### src/rtl/acpc_pkg.sv
// Package: constants, register map and state types of the post-conversion compute unit
package acpc_pkg;

  // Data widths
  localparam int RES_W = 12;
  localparam int ACC_W = 18;
  localparam int CNT_W = 8;
  localparam int LIM_W = 16;
  localparam int ERR_W = 20;
  localparam int ADDR_W = 6;

  // Register byte addresses
  localparam logic [ADDR_W-1:0] OFS_CTRL   = 6'h00;
  localparam logic [ADDR_W-1:0] OFS_REPEAT = 6'h04;
  localparam logic [ADDR_W-1:0] OFS_STATUS = 6'h08;
  localparam logic [ADDR_W-1:0] OFS_ACC    = 6'h0c;
  localparam logic [ADDR_W-1:0] OFS_FILTER = 6'h10;
  localparam logic [ADDR_W-1:0] OFS_COUNT  = 6'h14;
  localparam logic [ADDR_W-1:0] OFS_UPPER  = 6'h18;
  localparam logic [ADDR_W-1:0] OFS_LOWER  = 6'h1c;
  localparam logic [ADDR_W-1:0] OFS_RESULT = 6'h20;
  localparam logic [ADDR_W-1:0] OFS_PREV   = 6'h24;

  // Control register field positions
  localparam int CTRL_MODE_LSB  = 0;
  localparam int CTRL_DOUBLE_SAMPLE_EN_BIT  = 3;
  localparam int CTRL_SHIFT_LSB = 4;
  localparam int CTRL_CLEAR_BIT = 8;
  localparam int CTRL_JUST_BIT  = 9;
  localparam int CTRL_THR_LSB   = 12;

  // Status register field positions
  localparam int ST_DONE_BIT  = 0;
  localparam int ST_THR_BIT   = 1;
  localparam int ST_OVF_BIT   = 2;
  localparam int ST_UPPER_BIT = 3;
  localparam int ST_LOWER_BIT = 4;
  localparam int ST_BUSY_BIT  = 5;

  // Counter saturation value and clearing duration in converter clocks
  localparam logic [CNT_W-1:0] CNT_MAX = 8'hff;
  localparam logic [2:0] CLEAR_CYCLES = 3'h3;

  typedef enum logic [2:0] {
    MODE_BASIC = 3'h0,
    MODE_ACCUM = 3'h1,
    MODE_AVG   = 3'h2,
    MODE_BURST = 3'h3,
    MODE_LPF   = 3'h4
  } acpc_mode_t;

  typedef enum logic [2:0] {
    THR_NEVER   = 3'h0,
    THR_LT_LOW  = 3'h1,
    THR_GE_LOW  = 3'h2,
    THR_INSIDE  = 3'h3,
    THR_OUTSIDE = 3'h4,
    THR_LE_UP   = 3'h5,
    THR_GT_UP   = 3'h6,
    THR_ALWAYS  = 3'h7
  } acpc_thr_t;

  typedef enum logic [1:0] {
    ST_RUN   = 2'h1,
    ST_CLEAR = 2'h2
  } acpc_fsm_t;

  // Software configuration
  typedef struct packed {
    logic [2:0]       compute_mode_sel;
    logic             double_sample_en;
    logic [2:0]       shift_count;
    logic             justify_left;
    logic [2:0]       thr_mode;
    logic [CNT_W-1:0] repeat_setting;
    logic [LIM_W-1:0] upper_limit;
    logic [LIM_W-1:0] lower_limit;
  } acpc_cfg_t;

  // Whole state of the unit
  typedef struct packed {
    acpc_fsm_t        fsm;
    logic [2:0]       clr_cnt;
    acpc_cfg_t        cfg;
    logic [ACC_W-1:0] accumulator;
    logic [CNT_W-1:0] sample_counter;
    logic [ACC_W-1:0] filter_output;
    logic [RES_W-1:0] current_result;
    logic [RES_W-1:0] previous_result;
    logic             second_phase;
    logic             conv_done_flag;
    logic             threshold_irq_flag;
    logic             acc_overflow_flag;
    logic             upper_flag;
    logic             lower_flag;
    logic             retrigger;
    logic [31:0]      rdata;
  } acpc_state_t;

endpackage : acpc_pkg

### src/rtl/acpc_core.sv
// Post-conversion compute unit: accumulator, averaging, low-pass filter and threshold test
`timescale 1ns/1ns
`default_nettype none

module acpc_core (
  // Clock and reset
  input  wire  logic                        clk,
  input  wire  logic                        rst_n,
  // Register port
  input  wire  logic [acpc_pkg::ADDR_W-1:0] reg_addr,
  input  wire  logic [31:0]                 reg_wdata,
  input  wire  logic                        reg_wr,
  input  wire  logic                        reg_rd,
  output logic       [31:0]                 reg_rdata,
  // Conversion core
  input  wire  logic                        conv_trigger,
  input  wire  logic                        conv_valid,
  input  wire  logic [acpc_pkg::RES_W-1:0]  conv_result,
  output logic                              retrigger,
  // Status
  output logic                              conv_done_flag,
  output logic                              threshold_irq_flag,
  output logic                              acc_clear_busy
);

  acpc_pkg::acpc_state_t s_q;
  acpc_pkg::acpc_state_t s_d;

  // Signed threshold decision
  function automatic logic thr_hit(input logic [2:0] tm,
                                   input logic signed [acpc_pkg::ERR_W-1:0] err,
                                   input logic signed [acpc_pkg::ERR_W-1:0] up,
                                   input logic signed [acpc_pkg::ERR_W-1:0] lo);
    logic r;
    r = 1'b0;
    unique case (acpc_pkg::acpc_thr_t'(tm))
      acpc_pkg::THR_NEVER:   r = 1'b0;
      acpc_pkg::THR_LT_LOW:  r = err < lo;
      acpc_pkg::THR_GE_LOW:  r = err >= lo;
      acpc_pkg::THR_INSIDE:  r = (err >= lo) && (err <= up);
      acpc_pkg::THR_OUTSIDE: r = (err < lo) || (err > up);
      acpc_pkg::THR_LE_UP:   r = err <= up;
      acpc_pkg::THR_GT_UP:   r = err > up;
      acpc_pkg::THR_ALWAYS:  r = 1'b1;
    endcase
    return r;
  endfunction : thr_hit

  // Mode counts samples
  function automatic logic counts(input logic [2:0] md);
    return md != acpc_pkg::MODE_BASIC;
  endfunction : counts

  logic                                  cycle_end;
  logic                                  clear_now;
  logic                                  auto_clear;
  logic signed [acpc_pkg::ERR_W-1:0]     sample_term;
  logic signed [acpc_pkg::ERR_W-1:0]     acc_base;
  logic signed [acpc_pkg::ERR_W-1:0]     acc_sum;
  logic [acpc_pkg::ACC_W-1:0]            acc_src;
  logic [acpc_pkg::CNT_W-1:0]            cnt_src;
  logic [acpc_pkg::CNT_W-1:0]            cnt_new;
  logic [acpc_pkg::ACC_W-1:0]            acc_new;
  logic                                  test_en;
  logic                                  hit;
  logic signed [acpc_pkg::ERR_W-1:0]     err_val;
  logic signed [acpc_pkg::ERR_W-1:0]     up_ext;
  logic signed [acpc_pkg::ERR_W-1:0]     lo_ext;
  logic [31:0]                           rd_mux;

  always_comb begin
    s_d = s_q;
    s_d.retrigger = 1'b0;
    // One cycle ends on each conversion, or on every second one with double sampling
    cycle_end = conv_valid && (!s_q.cfg.double_sample_en || s_q.second_phase);
    // Sample term: current result, or second minus first
    if (s_q.cfg.double_sample_en) begin
      sample_term = acpc_pkg::ERR_W'($signed({1'b0, conv_result}))
                  - acpc_pkg::ERR_W'($signed({1'b0, s_q.current_result}));
    end else begin
      sample_term = acpc_pkg::ERR_W'($signed({1'b0, conv_result}));
    end
    // Automatic clear at a trigger: always in burst mode, in average mode once the count reaches the repeat setting
    auto_clear = 1'b0;
    if (conv_trigger) begin
      unique case (acpc_pkg::acpc_mode_t'(s_q.cfg.compute_mode_sel))
        acpc_pkg::MODE_AVG:   auto_clear = s_q.sample_counter >= s_q.cfg.repeat_setting;
        acpc_pkg::MODE_BURST: auto_clear = 1'b1;
        default:              auto_clear = 1'b0;
      endcase
    end
    acc_src = auto_clear ? '0 : s_q.accumulator;
    cnt_src = auto_clear ? '0 : s_q.sample_counter;
    // Accumulation, plain or low-pass; signed sample may add or subtract
    acc_base = acpc_pkg::ERR_W'($signed({2'b00, acc_src}));
    if (s_q.cfg.compute_mode_sel == acpc_pkg::MODE_LPF) begin
      acc_sum = sample_term + acc_base
              - acpc_pkg::ERR_W'($signed({2'b00, acc_src >> s_q.cfg.shift_count}));
    end else begin
      acc_sum = sample_term + acc_base;
    end
    acc_new = acc_sum[acpc_pkg::ACC_W-1:0];
    cnt_new = (cnt_src == acpc_pkg::CNT_MAX) ? cnt_src
            : cnt_src + acpc_pkg::CNT_W'(1);
    // Error value: sample in basic mode, filtered value otherwise
    if (s_q.cfg.compute_mode_sel == acpc_pkg::MODE_BASIC) begin
      err_val = sample_term;
    end else begin
      err_val = acpc_pkg::ERR_W'($signed({2'b00, acc_new >> s_q.cfg.shift_count}));
    end
    up_ext = acpc_pkg::ERR_W'($signed(s_q.cfg.upper_limit));
    lo_ext = acpc_pkg::ERR_W'($signed(s_q.cfg.lower_limit));
    unique case (acpc_pkg::acpc_mode_t'(s_q.cfg.compute_mode_sel))
      acpc_pkg::MODE_BASIC: test_en = 1'b1;
      acpc_pkg::MODE_ACCUM: test_en = 1'b1;
      default:              test_en = cnt_new >= s_q.cfg.repeat_setting;
    endcase
    hit = thr_hit(s_q.cfg.thr_mode, err_val, up_ext, lo_ext);
    clear_now = 1'b0;

    // Read data stands in the cycle after the read strobe
    unique case (reg_addr)
      acpc_pkg::OFS_CTRL:   rd_mux = 32'(
          {s_q.cfg.thr_mode, 2'b00, s_q.cfg.justify_left, (s_q.fsm == acpc_pkg::ST_CLEAR),
           1'b0, s_q.cfg.shift_count, s_q.cfg.double_sample_en, s_q.cfg.compute_mode_sel});
      acpc_pkg::OFS_REPEAT: rd_mux = 32'(s_q.cfg.repeat_setting);
      acpc_pkg::OFS_STATUS: rd_mux = 32'(
          {(s_q.fsm == acpc_pkg::ST_CLEAR), s_q.lower_flag, s_q.upper_flag,
           s_q.acc_overflow_flag, s_q.threshold_irq_flag, s_q.conv_done_flag});
      acpc_pkg::OFS_ACC:    rd_mux = 32'(s_q.accumulator);
      acpc_pkg::OFS_FILTER: rd_mux = 32'(s_q.filter_output);
      acpc_pkg::OFS_COUNT:  rd_mux = 32'(s_q.sample_counter);
      acpc_pkg::OFS_UPPER:  rd_mux = 32'(s_q.cfg.upper_limit);
      acpc_pkg::OFS_LOWER:  rd_mux = 32'(s_q.cfg.lower_limit);
      acpc_pkg::OFS_RESULT: rd_mux = 32'(s_q.current_result);
      acpc_pkg::OFS_PREV:   rd_mux = 32'(s_q.previous_result);
      default:              rd_mux = 32'h0000_0000;
    endcase
    s_d.rdata = reg_rd ? rd_mux : 32'h0000_0000;

    // Register writes; status bits other than overflow and busy are write-one-to-clear
    if (reg_wr) begin
      unique case (reg_addr)
        acpc_pkg::OFS_CTRL: begin
          s_d.cfg.compute_mode_sel = reg_wdata[acpc_pkg::CTRL_MODE_LSB +: 3];
          s_d.cfg.double_sample_en = reg_wdata[acpc_pkg::CTRL_DOUBLE_SAMPLE_EN_BIT];
          s_d.cfg.shift_count      = reg_wdata[acpc_pkg::CTRL_SHIFT_LSB +: 3];
          s_d.cfg.justify_left     = reg_wdata[acpc_pkg::CTRL_JUST_BIT];
          s_d.cfg.thr_mode         = reg_wdata[acpc_pkg::CTRL_THR_LSB +: 3];
          clear_now                = reg_wdata[acpc_pkg::CTRL_CLEAR_BIT];
        end
        acpc_pkg::OFS_REPEAT: s_d.cfg.repeat_setting = reg_wdata[acpc_pkg::CNT_W-1:0];
        acpc_pkg::OFS_STATUS: begin
          if (reg_wdata[acpc_pkg::ST_DONE_BIT]) s_d.conv_done_flag = 1'b0;
          if (reg_wdata[acpc_pkg::ST_THR_BIT]) s_d.threshold_irq_flag = 1'b0;
          if (reg_wdata[acpc_pkg::ST_UPPER_BIT]) s_d.upper_flag = 1'b0;
          if (reg_wdata[acpc_pkg::ST_LOWER_BIT]) s_d.lower_flag = 1'b0;
        end
        acpc_pkg::OFS_UPPER: s_d.cfg.upper_limit = reg_wdata[acpc_pkg::LIM_W-1:0];
        acpc_pkg::OFS_LOWER: s_d.cfg.lower_limit = reg_wdata[acpc_pkg::LIM_W-1:0];
        default: ;
      endcase
    end

    // Capture of results and phase of double sampling
    if (conv_valid) begin
      s_d.current_result = conv_result;
      s_d.previous_result = s_q.current_result;
      s_d.second_phase = s_q.cfg.double_sample_en && !s_q.second_phase;
      s_d.conv_done_flag = 1'b1;
    end

    unique case (s_q.fsm)
      acpc_pkg::ST_RUN: begin
        if (clear_now) begin
          s_d.fsm = acpc_pkg::ST_CLEAR;
          s_d.clr_cnt = acpc_pkg::CLEAR_CYCLES;
          s_d.accumulator = '0;
          s_d.sample_counter = '0;
          s_d.acc_overflow_flag = 1'b0;
        end else begin
          if (auto_clear && !cycle_end) begin
            s_d.accumulator = '0;
            s_d.sample_counter = '0;
          end
          if (cycle_end) begin
            if (counts(s_q.cfg.compute_mode_sel)) begin
              s_d.accumulator = acc_new;
              s_d.sample_counter = cnt_new;
              s_d.filter_output = acc_new >> s_q.cfg.shift_count;
              if (acc_sum[acpc_pkg::ERR_W-1:acpc_pkg::ACC_W] != '0) begin
                s_d.acc_overflow_flag = 1'b1;
              end
            end
            if (test_en) begin
              s_d.upper_flag = err_val > up_ext;
              s_d.lower_flag = err_val < lo_ext;
              if (hit || (s_d.acc_overflow_flag && counts(s_q.cfg.compute_mode_sel))) begin
                s_d.threshold_irq_flag = 1'b1;
              end
            end
            if (s_q.cfg.compute_mode_sel == acpc_pkg::MODE_BURST
                && cnt_new < s_q.cfg.repeat_setting) begin
              s_d.retrigger = 1'b1;
            end
          end
        end
      end
      acpc_pkg::ST_CLEAR: begin
        // Results arriving while clearing are ignored by the accumulator
        s_d.accumulator = '0;
        s_d.sample_counter = '0;
        s_d.clr_cnt = s_q.clr_cnt - 3'h1;
        if (s_q.clr_cnt == 3'h1) begin
          s_d.fsm = acpc_pkg::ST_RUN;
        end
      end
    endcase
  end

  always_ff @(posedge clk or negedge rst_n) begin
    if (!rst_n) begin
      s_q <= '{fsm: acpc_pkg::ST_RUN, default: '0};
    end else begin
      s_q <= s_d;
    end
  end

  assign reg_rdata          = s_q.rdata;
  assign retrigger          = s_q.retrigger;
  assign conv_done_flag     = s_q.conv_done_flag;
  assign threshold_irq_flag = s_q.threshold_irq_flag;
  assign acc_clear_busy     = (s_q.fsm == acpc_pkg::ST_CLEAR);

endmodule : acpc_core

`default_nettype wire

### config.mk
export PLATFORM = sky130hd
export DESIGN_NAME = acpc_core
export DESIGN_NICKNAME = d
export VERILOG_FILES = /design/src/rtl/acpc_pkg.sv /design/src/rtl/acpc_core.sv
export SDC_FILE = /design/constraint.sdc
export NUM_CORES = 1
export LEC_CHECK = 0
export BUFFER_PORTS_ARGS = -buffer_cell sky130_fd_sc_hd__clkbuf_2
export CORE_MARGIN = 5
export CORE_UTILIZATION = 45
export CTS_CLUSTER_SIZE = 25
export DETAILED_ROUTE_END_ITERATION = 10
export PLACE_DENSITY = 0.67
export SYNTH_ARGS = -nofsm -noshare
export SYNTH_HDL_FRONTEND = slang
export SYNTH_SLANG_ARGS = --single-unit
### constraint.sdc
create_clock -name clk -period 7.5 [get_ports clk]
set_clock_uncertainty 0.1 [all_clocks]
set_input_delay 0.75 -clock clk [delete_from_list [all_inputs] [get_ports clk]]
set_output_delay 0.75 -clock clk [all_outputs]
set_load 0.005 [all_outputs]
# After elaboration in Yosys (flattened, before gate mapping)
# Index checks and enable logic that the tools add are counted.
# Widths: inputs -> output; s select.
[totals] regBits=163 input_bits=56 out_inout_bits=36 elab_cells=139
[op_classes] n_lt_le_gt_ge=7 n_shift=2 n_reduce_logical=30 bitwise_logic=1 add_sub_neg=5 mux=45 n_eq_ne=26
[op_table] cell="$pmux 18 s10" n=1
[op_table] cell="$mux 44" n=2
[op_table] cell="$mux 20" n=3
[op_table] cell="$mux 26" n=2
[op_table] cell="$pmux 26 s2" n=1
[op_table] cell="$shr 18x3->18" n=2
[op_table] cell="$mux 32" n=1
[op_table] cell="$eq 6x5->1 const B" n=4
[op_table] cell="$add 20x19->20" n=1
[op_table] cell="$ge 20x16->1" n=1
[op_table] cell="$gt 20x16->1" n=1
[op_table] cell="$le 20x16->1" n=1
[op_table] cell="$lt 20x16->1" n=1
[op_table] cell="$sub 20x19->20" n=1
[op_table] cell="$mux 1" n=19
[op_table] cell="$mux 18" n=1
[op_table] cell="$ge 8x8->1" n=2
[op_table] cell="$mux 8" n=2
[op_table] cell="$eq 3x3->1 const B" n=5
[op_table] cell="$mux 5" n=3
[op_table] cell="$sub 12x12->13" n=1
[op_table] cell="$eq 3x2->1 const B" n=4
[op_table] cell="$eq 6x4->1 const B" n=2
[op_table] cell="$eq 6x6->1 const B" n=2
[op_table] cell="other kinds (27)" n=53

# Depth between registers and ports, before layout
[logic_depth] depth_word=20 depth_mapped=44 depth_no_buf=43

# Least setup slack after synthesis
# OpenSTA, ideal clock, no wires.
[synth_path] path_kind="input port to flip-flop" from="in conv_result[0] (netlist bit)" to="reg s_q (netlist bit threshold_irq_flag)" setup_time_ns=0.128 path_buffers=0 arrival_ns=8.146 required_time_ns=7.272 path_stages=37 path_slack_ns=-0.874 cell_sequence="inv_1 ha_1 inv_1 fa_1 a21o_1 a21oi_1 o21ai_1 a31oi_1 o21ai_0 o41ai_2 ha_1 and3_1 nor2b_1 o211ai_1 nand3_1 o31ai_1 xor2_1 inv_1 ha_1 nand2b_1 o32ai_1 or3_1 a31oi_1 a21o_1 mux4_2 mux2i_1 mux2_2 ha_1 a21o_1 a21o_1 a21o_1 a2111oi_0 o21ai_0 a21oi_1 a21oi_1 o211ai_1 a31oi_1"
[synth_lines] item="start: declaration" line_no="acpc_core.sv:18" rtl="input wire logic [acpc_pkg::RES_W-1:0] conv_result,"
[synth_lines] item="end signal: assignment" line_no="acpc_core.sv:223" rtl="s_q <= '{fsm: acpc_pkg::ST_RUN, default: '0};"
[synth_lines] item="end signal: assignment" line_no="acpc_core.sv:225" rtl="s_q <= s_d;"
[synth_lines] item="end: declaration" line_no="acpc_core.sv:26" rtl="acpc_pkg::acpc_state_t s_q;"

==> summary.txt <==
Maximum vdd drop: 198 uV
Io pins: 92
Post-synthesis instance total: 1,386
Synth unique cells: 78
RSZ-0062 raised after global routing: true
Die area: 31,000 um^2
Die height: 176 um
Post-route setup slack: -752 ps
Crit path capture type: register
#FFs+latches synth: 149
Failing checks: setup timing
Clk_lat worst skew: 450 ps
Clock root buffer: clkbuf_16
CP most frequent cell: a21o_1
Hpwl dp: 32.5 mm
Required time worst endpoint: 7720 ps
Status: finished, violations left
Crit path kind: reg2reg
DR top layer: met4
NumNets Final: 1,805
Total track usage: 27.1%
DP Worst Slack: -976 ps
DRT iter0 DRCs: 1,259
Share of the synthesized area in the top cell type: 29.8%
Total CTS buffers: 17
Synth async-reset ratio: 100%
CTS sink count: 149
Vias in the first global route: 11.7k
Met2 wire length: 20.3 mm
Fraction of layout cells with a size suffix above 1: 33.1%
Routed wire length: 42.9 mm
DP Cell Count: 1,965
Worst path max stage delay: 490 ps
Max Clock Freq: 0.121 GHz
Gr ovfl total: 0
HP Class: in2async
Slew at the pin closest to its max-slew limit: 1420 ps
Synth area leaders: dfrtp_1 (30%), ha_1 (11%), mux2_2 (9.1%), nand2_1 (4.3%), mux2i_1 (2.9%)
Num rows: 60
Crit path DAT: 8470 ps
Most frequent cells in the layout: buf_4 (250), dfrtp_1 (148), nand2_1 (140), mux2_2 (98), ha_1 (97)
Final Cycle Share: 110%
Max-Cap Viols: 0
Ys Warns: 0
PD cells: 301 nW/um^2
CP max-delay cell: mux4_2
DR vias/cell: 5.93
Finished Layout Cells: 2,025
CTS tree: built
GPL Wtd Cong: 0.954
Metal1 wirelength: 18.3 mm
Final hold viol count: 0
Antenna violations before repair: 0
Leakage: 0.00738 uW
# H-tree levels: 4
Reg clk slew, reported paths: 90 ps
Most common cell after layout, fill and taps aside: buf_4
Final Critical Period: 8250 ps
Drt drc: 0
Slew HR: 4.11%
Worst setup SP type: register
Sequential-to-total area share from yosys stat: 30.0%
First-pass GRT wire length: 66.7 mm
Final setup viols: 3
Pre-antenna DRT Iters: 8
Primary FF master, synth: dfrtp_1
PortBufs: 61
Synthesized area per cell: 8.97 um^2
Leading area contributor after synthesis: dfrtp_1
Critical Path Fanout Max: 5
Largest net degree at the start of global routing: 78
DR WL/cell: 21.2 um
Die width: 176 um
Post-synth EDFFs: 0
Ant diodes: 0
Number of routed nets with antenna violations: 0
Met3 WL: 2.75 mm
Maximum buffer depth of the clock tree: 2
Synthesized area: 12,400 um^2
CTS Hold Bufs: 0
Initial Util: 45.9%
Core footprint: 27,100 um^2
Vias: 12.0k
Area grow syn2layout: 26.9%
Final Max Tran Viols: 0
state kept, by name (all words and copies together), names as in the netlist:
signal and flops:
reg_rdata 18, threshold_irq_flag 1, lo_ext 16, s_q 112
conv_done_flag 1, retrigger 1
worst max-delay path, delay by kind of cell (launching register included):
kind	cells	cell delay, ps
AO/OA/AOI/OAI	21	3460
adder cells (fa/ha/maj)	5	1320
multiplexers	3	930
AND/OR/NAND/NOR	7	810
buffers and inverters	5	670
XOR/XNOR	2	440
flip-flops	1	390
cell type report:
class / count / area [um^2]
repair buffers: 315 / 2230
multi-input cells: 1068 / 8390
fillers: 2387 / 11300
flip-flops and latches: 149 / 3730
inverters: 89 / 334
well taps: 372 / 465
clock buffers: 17 / 425
clock inverters: 15 / 185
worst paths after layout:
kind | from | to | slack, ps | cells after the start
min in group clk | s_q[80]$_DFFE_PN0P_ | s_q[80]$_DFFE_PN0P_ | 380 | 2
min | rst_n | s_q[53]$_DFFE_PN0P_ | 190 | 1
min reg2reg | s_q[80]$_DFFE_PN0P_ | s_q[80]$_DFFE_PN0P_ | 380 | 2
max | s_q[139]$_DFFE_PN0P_ | threshold_irq_flag$_DFF_PN0_ | -750 | 43
max in group asynchronous | rst_n | s_q[46]$_DFFE_PN0P_ | 5520 | 2
max reg2reg | s_q[139]$_DFFE_PN0P_ | threshold_irq_flag$_DFF_PN0_ | -750 | 43
Yosys cell counts (all sizes together), types with 11 or more instances:
library cell / number
dfrtp: 148
nand2: 144
ha: 106
mux2: 101
inv: 87
nor2: 78
o21ai: 78
a21oi: 70
clkbuf: 51
buf: 42
a21o: 39
mux2i: 36
and2: 29
xnor2: 26
a22oi: 24
a31oi: 23
nand3: 20
a211oi: 19
a222oi: 19
o211ai: 19
o22ai: 17
xor2: 17
o21a: 16
nand2b: 14
nand4: 14
nor2b: 13
o31ai: 11
kinds of logic (layout without fill, tap and decap cells):
| kind of cell | count (synthesis) | in the layout | synth area share (%) |
|---|---|---|---|
| compound gates | 397 | 397 | 22.0 |
| simple gates | 359 | 359 | 13.6 |
| buf+inv | 182 | 436 | 6.48 |
| flops | 149 | 149 | 30.0 |
| mux | 146 | 146 | 13.7 |
| fa+ha+maj | 109 | 109 | 11.2 |
| xor+xnor | 43 | 43 | 3.03 |
| other cells | 1 | 14 | 0.0302 |
routing by layer:
layer | vias up | track usage, %
met5 | - | 0
met1 | 5836 | 36.3
li1 | 5550 | -
met4 | 0 | 9.78
met3 | 93 | 4.15
met2 | 521 | 44.7
power breakdown:
| group | switching [uW] | total (uW) | internal (uW) |
|---|---|---|---|
| Sequential | 99.9 | 1020 | 916 |
| Clock | 440 | 892 | 451 |
| Combinational | 1440 | 2830 | 1390 |
timing repair:
action / CTS / global route
resized for setup: 30 / 35
pin swaps: 26 / 21
setup endpoints to repair: 3 / 3
buffers inserted: 16 / 12
metrics by stage:
stage          setup TNS, ps  total power, uW  utilization (%)  hold WS (ps)  cell area [um^2]
4_1_cts                -1460             4540             57.2           242             15500
5_1_grt                -2990             5030             58.2           280             15800
2_1_floorplan           -136             2500                -           339             12600
6_report               -1900             4740             58.2           186             15800
3_5_place_dp           -2450             3520             54.0           370             14600
3_3_place_gp           -1870             3470             54.0           351             14600
Power figures use the tool's default switching activity.
